**config.mk**
```make
export PLATFORM = sky130hd
export DESIGN_NAME = dmabms_seq
export DESIGN_NICKNAME = d
export VERILOG_FILES = /design/src/rtl/dmabms_pkg.sv /design/src/rtl/dmabms_arb.sv /design/src/rtl/dmabms_seq.sv
export SDC_FILE = /design/constraint.sdc
export NUM_CORES = 1
export LEC_CHECK = 0
export BUFFER_PORTS_ARGS = -buffer_cell sky130_fd_sc_hd__buf_2
export CELL_PAD_IN_SITES_DETAIL_PLACEMENT = 0
export CELL_PAD_IN_SITES_GLOBAL_PLACEMENT = 1
export CORE_MARGIN = 5
export CORE_UTILIZATION = 32
export CTS_BUF_LIST = sky130_fd_sc_hd__clkbuf_4 sky130_fd_sc_hd__clkbuf_8
export CTS_CLUSTER_SIZE = 14
export DETAILED_ROUTE_END_ITERATION = 8
export PLACE_DENSITY = 0.84
export SLEW_MARGIN = 30
export SYNTH_ARGS = -nofsm -noshare
export SYNTH_HDL_FRONTEND = slang
export SYNTH_SLANG_ARGS = --single-unit
```
**constraint.sdc**
```tcl
create_clock -name CLK_SYS_I -period 4.1 [get_ports CLK_SYS_I]
set_input_delay 0.41 -clock CLK_SYS_I [delete_from_list [all_inputs] [get_ports CLK_SYS_I]]
set_output_delay 0.41 -clock CLK_SYS_I [all_outputs]
set_load 0.01 [all_outputs]
```
**src/rtl/dmabms_pkg.sv**
```systemverilog
// Purpose: shared constants and types for the dma bus-mode and indirect sequencer
// Assumes: four channels, dual address mode, 32-bit internal data path
// Notes:   the bus itself is modelled as a simple cycle request/done handshake
package dmabms_pkg;
  localparam int          NUM_CH        = 4;
  localparam logic [1:0]  IND_CH        = 2'h3;
  localparam logic        MODE_STEAL    = 1'h0;
  localparam logic        MODE_BURST    = 1'h1;
  localparam logic [1:0]  SZ_BYTE       = 2'h0;
  localparam logic [1:0]  SZ_HALF       = 2'h1;
  localparam logic [1:0]  SZ_WORD       = 2'h2;
  localparam logic [1:0]  WIDTH_WORD    = 2'h2;
  localparam logic [1:0]  WIDTH_HALF    = 2'h1;
  localparam logic [1:0]  ONE_CYCLE     = 2'h1;
  localparam logic [1:0]  TWO_CYCLES    = 2'h2;

  typedef enum logic [1:0] {
    DMABMS_PH_PTR,
    DMABMS_PH_RD,
    DMABMS_PH_WR,
    DMABMS_PH_IDLE
  } dmabms_phase_t;

  // per-channel setup, as held in the channel control registers
  typedef struct packed {
    logic        bus_mode_select_field;
    logic        indirect;
    logic [1:0]  size;
    logic        src_ext16;
    logic        ptr_ext16;
    logic        dst_ext16;
    logic        dst_two_cycle;
    logic [31:0] src_addr;
    logic [31:0] dst_addr;
  } dmabms_chcfg_t;

  // one bus cycle issued towards the shared system bus
  typedef struct packed {
    logic        valid;
    logic        write;
    logic [31:0] addr;
    logic [31:0] wdata;
    logic [1:0]  size;
  } dmabms_buscyc_t;
endpackage

```
**src/rtl/dmabms_arb.sv**
```systemverilog
// Purpose: fixed priority choice among channel requests
// Assumes: requests are levels synchronous to the clock
// Notes:   purely combinational; the sequencer registers the result
`timescale 1ns/1ps
`default_nettype none
module dmabms_arb (
  // requests
  input  wire logic [3:0] req_i,
  // grant
  output logic            any_o,
  output logic [1:0]      ch_o
);
  always_comb begin
    any_o = |req_i;
    ch_o  = 2'h0;
    if (req_i[0]) begin
      ch_o = 2'h0;
    end else if (req_i[1]) begin
      ch_o = 2'h1;
    end else if (req_i[2]) begin
      ch_o = 2'h2;
    end else if (req_i[3]) begin
      ch_o = 2'h3;
    end
  end
endmodule
`default_nettype wire

```
**src/rtl/dmabms_seq.sv**
```systemverilog
// Purpose: bus ownership and cycle sequencing for a four-channel dma controller
// Assumes: bus grant and cycle completion come from the shared bus arbiter
// Notes:   addresses and counts are not advanced here; last_i ends a channel
`timescale 1ns/1ps
`default_nettype none
module dmabms_seq (
  // clock and reset
  input  wire logic                     CLK_SYS_I,
  input  wire logic                     RST_I,
  // channel setup and requests
  input  wire dmabms_pkg::dmabms_chcfg_t CFG_I [4],
  input  wire logic [3:0]               REQ_I,
  input  wire logic [3:0]               LAST_I,
  // shared bus ownership
  output logic                          BUS_REQ_O,
  input  wire logic                     BUS_GNT_I,
  // bus cycles
  output dmabms_pkg::dmabms_buscyc_t    CYC_O,
  output logic                          IDLE_CYC_O,
  input  wire logic                     CYC_DONE_I,
  input  wire logic [31:0]              RDATA_I,
  // status
  output logic [3:0]                    UNIT_DONE_O,
  output logic [3:0]                    CH_END_O,
  output logic [1:0]                    ACT_CH_O
);
  typedef enum {ST_IDLE, ST_ACQ, ST_ISSUE, ST_WAIT, ST_NOP, ST_NEXT} dmabms_st_t;

  dmabms_st_t                 st_r;
  dmabms_pkg::dmabms_phase_t  ph_r;
  logic [1:0]                 ch_r;
  logic [1:0]                 left_r;
  logic [31:0]                ptr_r;
  logic [31:0]                data_r;
  logic                       own_r;
  logic                       arb_any;
  logic [1:0]                 arb_ch;
  dmabms_pkg::dmabms_chcfg_t  cfg;
  logic                       ind;
  logic                       half_hi;

  // a 32-bit item on a 16-bit bus needs two cycles, otherwise one
  function automatic logic [1:0] cycles_for(input logic ext16, input logic [1:0] sz);
    cycles_for = (ext16 && sz == dmabms_pkg::SZ_WORD) ? dmabms_pkg::TWO_CYCLES
                                                      : dmabms_pkg::ONE_CYCLE;
  endfunction

  dmabms_arb u_arb (
    .req_i (REQ_I),
    .any_o (arb_any),
    .ch_o  (arb_ch)
  );

  assign cfg     = CFG_I[ch_r];
  assign ind     = cfg.indirect && (ch_r == dmabms_pkg::IND_CH);
  assign half_hi = (left_r == dmabms_pkg::ONE_CYCLE);

  // ownership and phase sequencing; mode does not depend on request kind
  always_ff @(posedge CLK_SYS_I or posedge RST_I) begin
    if (RST_I) begin
      st_r        <= ST_IDLE;
      ph_r        <= dmabms_pkg::DMABMS_PH_PTR;
      ch_r        <= 2'h0;
      left_r      <= 2'h0;
      own_r       <= 1'h0;
      BUS_REQ_O   <= 1'h0;
      IDLE_CYC_O  <= 1'h0;
      UNIT_DONE_O <= 4'h0;
      CH_END_O    <= 4'h0;
      ACT_CH_O    <= 2'h0;
    end else begin
      IDLE_CYC_O  <= 1'h0;
      UNIT_DONE_O <= 4'h0;
      CH_END_O    <= 4'h0;
      case (st_r)
        ST_IDLE: begin
          if (arb_any) begin
            ch_r      <= arb_ch;
            ACT_CH_O  <= arb_ch;
            BUS_REQ_O <= 1'h1;
            st_r      <= own_r ? ST_ISSUE : ST_ACQ;
          end else if (own_r) begin
            own_r     <= 1'h0;
            BUS_REQ_O <= 1'h0;
          end
        end
        ST_ACQ: begin
          if (BUS_GNT_I) begin
            own_r <= 1'h1;
            st_r  <= ST_ISSUE;
          end
        end
        ST_ISSUE: begin
          if (ind && ph_r == dmabms_pkg::DMABMS_PH_PTR) begin
            left_r <= cycles_for(cfg.ptr_ext16, dmabms_pkg::SZ_WORD);
          end else if (ph_r == dmabms_pkg::DMABMS_PH_WR) begin
            left_r <= cfg.dst_two_cycle ? dmabms_pkg::TWO_CYCLES
                                        : cycles_for(cfg.dst_ext16, cfg.size);
          end else begin
            ph_r   <= dmabms_pkg::DMABMS_PH_RD;
            left_r <= cycles_for(ind ? cfg.src_ext16 : cfg.src_ext16, cfg.size);
          end
          st_r <= ST_WAIT;
        end
        ST_WAIT: begin
          if (CYC_DONE_I) begin
            left_r <= left_r - dmabms_pkg::ONE_CYCLE;
            if (left_r == dmabms_pkg::ONE_CYCLE) begin
              if (ph_r == dmabms_pkg::DMABMS_PH_PTR) begin
                ph_r       <= dmabms_pkg::DMABMS_PH_IDLE;
                IDLE_CYC_O <= 1'h1;
                st_r       <= ST_NOP;
              end else if (ph_r == dmabms_pkg::DMABMS_PH_RD) begin
                ph_r <= dmabms_pkg::DMABMS_PH_WR;
                st_r <= ST_ISSUE;
              end else begin
                st_r <= ST_NEXT;
              end
            end
          end
        end
        ST_NOP: begin
          ph_r <= dmabms_pkg::DMABMS_PH_RD;
          st_r <= ST_ISSUE;
        end
        ST_NEXT: begin
          UNIT_DONE_O[ch_r] <= 1'h1;
          CH_END_O[ch_r]    <= LAST_I[ch_r];
          ph_r              <= dmabms_pkg::DMABMS_PH_PTR;
          if (cfg.bus_mode_select_field == dmabms_pkg::MODE_BURST && !LAST_I[ch_r]) begin
            st_r <= ST_ISSUE;
          end else begin
            own_r     <= 1'h0;
            BUS_REQ_O <= 1'h0;
            st_r      <= ST_IDLE;
          end
        end
        default: begin
          st_r <= ST_IDLE;
        end
      endcase
    end
  end

  // phase returns to pointer fetch at the end of every unit, for every channel
  // captured pointer and data; halves are gathered high first
  always_ff @(posedge CLK_SYS_I or posedge RST_I) begin
    if (RST_I) begin
      ptr_r  <= 32'h0;
      data_r <= 32'h0;
    end else if (st_r == ST_WAIT && CYC_DONE_I) begin
      if (ph_r == dmabms_pkg::DMABMS_PH_PTR) begin
        if (left_r == dmabms_pkg::TWO_CYCLES) begin
          ptr_r[31:16] <= RDATA_I[15:0];
        end else if (cfg.ptr_ext16) begin
          ptr_r[15:0] <= RDATA_I[15:0];
        end else begin
          ptr_r <= RDATA_I;
        end
      end else if (ph_r == dmabms_pkg::DMABMS_PH_RD) begin
        if (left_r == dmabms_pkg::TWO_CYCLES) begin
          data_r[31:16] <= RDATA_I[15:0];
        end else if (cfg.src_ext16 && cfg.size == dmabms_pkg::SZ_WORD) begin
          data_r[15:0] <= RDATA_I[15:0];
        end else begin
          data_r <= RDATA_I;
        end
      end
    end
  end

  // bus cycle presented while waiting; address per phase
  always_ff @(posedge CLK_SYS_I or posedge RST_I) begin
    if (RST_I) begin
      CYC_O <= '0;
    end else begin
      CYC_O.valid <= (st_r == ST_WAIT) && !(CYC_DONE_I && half_hi);
      CYC_O.size  <= cfg.size;
      CYC_O.wdata <= data_r;
      CYC_O.write <= (ph_r == dmabms_pkg::DMABMS_PH_WR);
      if (ph_r == dmabms_pkg::DMABMS_PH_PTR) begin
        CYC_O.addr <= cfg.src_addr;
        CYC_O.size <= dmabms_pkg::SZ_WORD;
      end else if (ph_r == dmabms_pkg::DMABMS_PH_RD) begin
        CYC_O.addr <= ind ? ptr_r : cfg.src_addr;
      end else begin
        CYC_O.addr <= cfg.dst_addr;
      end
    end
  end
endmodule
`default_nettype wire

```
==> results.ini <==
[timing]
finalClockSkew_ns = 0.0162
setup_viol = 0
fin_crit_sh_pct = 67.7
whs_ns = 0.0813
timing.final.crit_period_ns = 2.78
rsz0062_at_grt = false
max_slew_margin_pct = 41.6
max_freq_mhz = 360
fin_setup_tns_ns = 0
worst_pin_slew_ns = 0.874
hold_viol = 0
finalMaxSlewViolations = 0

[worst_setup_path]
critPathCaptureType = flip-flop
crit_required_ns = 4.43
crit_path_max_fanout = 12
startpoint_type = flip-flop
rrSetupSlack_ns = 1.32
cp.arrival_ns = 3.11
crit_type = reg2reg
reg2reg_depth = 6
timing.rr.start = st_r[1]$_DFFE_PP0P_
regToRegEndpoint = data_r[13]$_DFFE_PP0P_

[place]
dp_hpwl_um = 21500
port_buffers = 408
gp_congestion = 0.920

[synthesis]
ys.flop_type = dfrtp_1
syn_inst = 575
synth_area_leaders = dfrtp_1 49%, mux4_2 16%, mux2_2 14%
ys.warnings.count = 0
async_flop_share_pct = 100
synth_top_area_share_pct = 48.8
synthesis.nets = 911
synth-edff-count = 0
synth_area_um2 = 7790
ys_types = 49
ys_ff_latch = 152
synth-seq-area-share_pct = 48.8
syn_area_per_cell_um2 = 13.5
yosysTopAreaCell = dfrtp_1

[grt]
grt_max_degree = 78
grt_overflow = 0
grt.total_usage_pct = 19.3
antenna_found_initial = 3
first_global_vias = 7174
grt_pass1_wl_um = 41400

[clocking]
clock-root-buffer = clkbuf_8
clkSinkCount = 152
clkLatencyLatePin_ns = 0.45
cts_made_buffers = 17
htree_levels = 4
cts_hold_buffers = 0
clkTransAtPathRegs_ns = 0.11
cts_resized = 0
cts_tree = done
post_cts_buffers = 0
clk_path_buf_depth = 2

[hold_path]
hp-class = in2async

[power_and_ir_drop]
p_leak_nw = 5.09
cell_internal_pwr_mw = 4.43
pwr-share-clk_pct = 15.6
ir_worst_vdd_uv = 389
power_density_nw_per_um2 = 689
combPwrFrac_pct = 46.9
p_switching_mw = 2.85
swShare_pct = 39.2
power_mw = 7.28
power_frac_seq_pct = 37.5

[job]
max_cap_viol_count = 0

[die]
rows = 57
die_area_um2 = 27600
boundaryPins = 412
die_x_um = 166
die_h_um = 166
start_util_pct = 32.2
core-area_um2 = 24200

[drt]
viasPerCell = 5.02
drt_iter0_drc = 321
drc_errors = 0
vias = 6564
wl_per_cell_um = 20.7
drtPass1Iterations = 7
routed_wl_um = 27100
ant_nets = 0

[cells_and_area]
fin_util_pct = 43.7
area_growth_pct = 35.5
nNetsFinal = 1306
drive_gt1_share_pct = 62.5

[outcome]
status = finished, final reports clean

-- stage by stage --
step                      cells  setup WS [ns]  area (um^2)
after floorplan             575           1.77         7790
after global placement     1275           1.33        10200
after detailed placement   1275           1.31        10200
after CTS                  1307           1.29        10600
after global routing       1307           1.17        10600
final                      1308           1.32        10600
-- worst max-delay path by stage --
| stage | from | end | slack, ns | cells after the start |
|---|---|---|---|---|
| 2_1_floorplan | RST_I | BUS_REQ_O$_DFFE_PP0P_ | 1.77 | 1 |
| 3_3_place_gp | st_r[1]$_DFFE_PP0P_ | data_r[13]$_DFFE_PP0P_ | 1.33 | 6 |
| 3_5_place_dp | st_r[1]$_DFFE_PP0P_ | data_r[12]$_DFFE_PP0P_ | 1.31 | 6 |
| 4_1_cts | st_r[1]$_DFFE_PP0P_ | data_r[13]$_DFFE_PP0P_ | 1.29 | 6 |
| 5_1_grt | ch_r[0]$_DFFE_PP0N_ | ptr_r[21]$_DFFE_PP0P_ | 1.17 | 4 |
| 6_report | st_r[1]$_DFFE_PP0P_ | data_r[13]$_DFFE_PP0P_ | 1.32 | 6 |
-- power groups by stage --
| stage | clock network [mW] | registers, mW | logic (mW) |
|---|---|---|---|
| global placement | 0 | 2.74 | 3.39 |
| floorplan | 0 | 2.65 | 2.38 |
| finish | 1.14 | 2.73 | 3.41 |
| CTS | 1.19 | 2.75 | 3.45 |
| detailed placement | 0 | 2.78 | 3.44 |
| global route | 1.25 | 2.85 | 3.70 |
-- critical path, cell delays in order (launching register included) --
cell and delay [ns]:
dfrtp_1 0.53, inv_2 0.11, nor2_1 0.38, nand3_2 0.29, nor3_4 0.74, buf_4 0.28, mux2_2 0.33
-- cells in the final DEF, fill, tap and decap left out, types with 5 or more instances in the layout --
cell type / Yosys / final
a211oi_1: 18 / 18
a21o_1: 15 / 15
a21oi_1: 5 / 5
buf_2: 10 / 408
buf_4: 0 / 12
clkbuf_8: 0 / 17
clkinvlp_4: 0 / 5
dfrtp_1: 152 / 149
inv_1: 16 / 15
inv_8: 0 / 5
mux2_2: 95 / 95
mux2i_1: 17 / 17
mux4_2: 54 / 54
nand2_1: 25 / 25
nor2_1: 13 / 13
nor3_1: 5 / 5
o21ai_0: 29 / 29
o22ai_1: 32 / 32
-- cells in the mapped netlist, types with 2 or more instances --
cell and n:
mux2i_1 17, o22a_1 2, nand3_1 2, nand4_1 2, nor2b_1 3, a31oi_1 3, a21o_1 15, and2_1 4
a221oi_1 2, buf_2 10, o22ai_1 32, clkbuf_1 23, ha_1 4, nand2b_1 2, nor3_1 5, nor3_2 2
mux4_2 54, a22o_1 3, dfrtp_1 152, buf_1 8, nor2_1 13, mux2_2 95, nand2_1 25, nor3b_1 2
buf_6 4, o21ai_0 29, a211oi_1 18, a32oi_1 2, a21oi_1 5, nor4_1 3, inv_1 16
-- routing by layer --
metal / vias up / global-route usage, % / wire length [um]
met5: - / 0 / 21
met4: 4 / 4.95 / 478
met3: 36 / 5.28 / 2300
met2: 345 / 33.8 / 13700
met1: 3190 / 23.7 / 10600
li1: 2989 / - / -
-- layout make-up --
type	instances	area [um^2]
clock inverter	15	161
tap	324	405
multi-input combinational	361	3720
clock buffer	17	234
antenna	1	2.50
fill	2325	13600
inverter	17	67.6
timing repair buffer	421	2150
sequential	152	3810
-- registers in the layout, indices dropped and copies added (netlist names), 2 cells and up --
register and cells:
CH_END_O 4, CYC_O 68, UNIT_DONE_O 4, ch_r 2, data_r 32, left_r 2, ph_r 2, ptr_r 32
st_r 3
-- cells by family (layout without fill, tap and decap cells) --
| group | count (synthesis) | count (layout) | synth area share, % |
|---|---|---|---|
| multiplexers | 167 | 167 | 31.7 |
| AND/OR/NAND/NOR | 69 | 69 | 4.80 |
| adder cells (fa/ha/maj) | 4 | 4 | 0.642 |
| AO/OA/AOI/OAI | 121 | 121 | 10.5 |
| other | 0 | 1 | 0 |
| flip-flops | 152 | 152 | 48.8 |
| buffers and inverters | 62 | 470 | 3.53 |
Note: power is estimated with default switching activity, not from simulation.
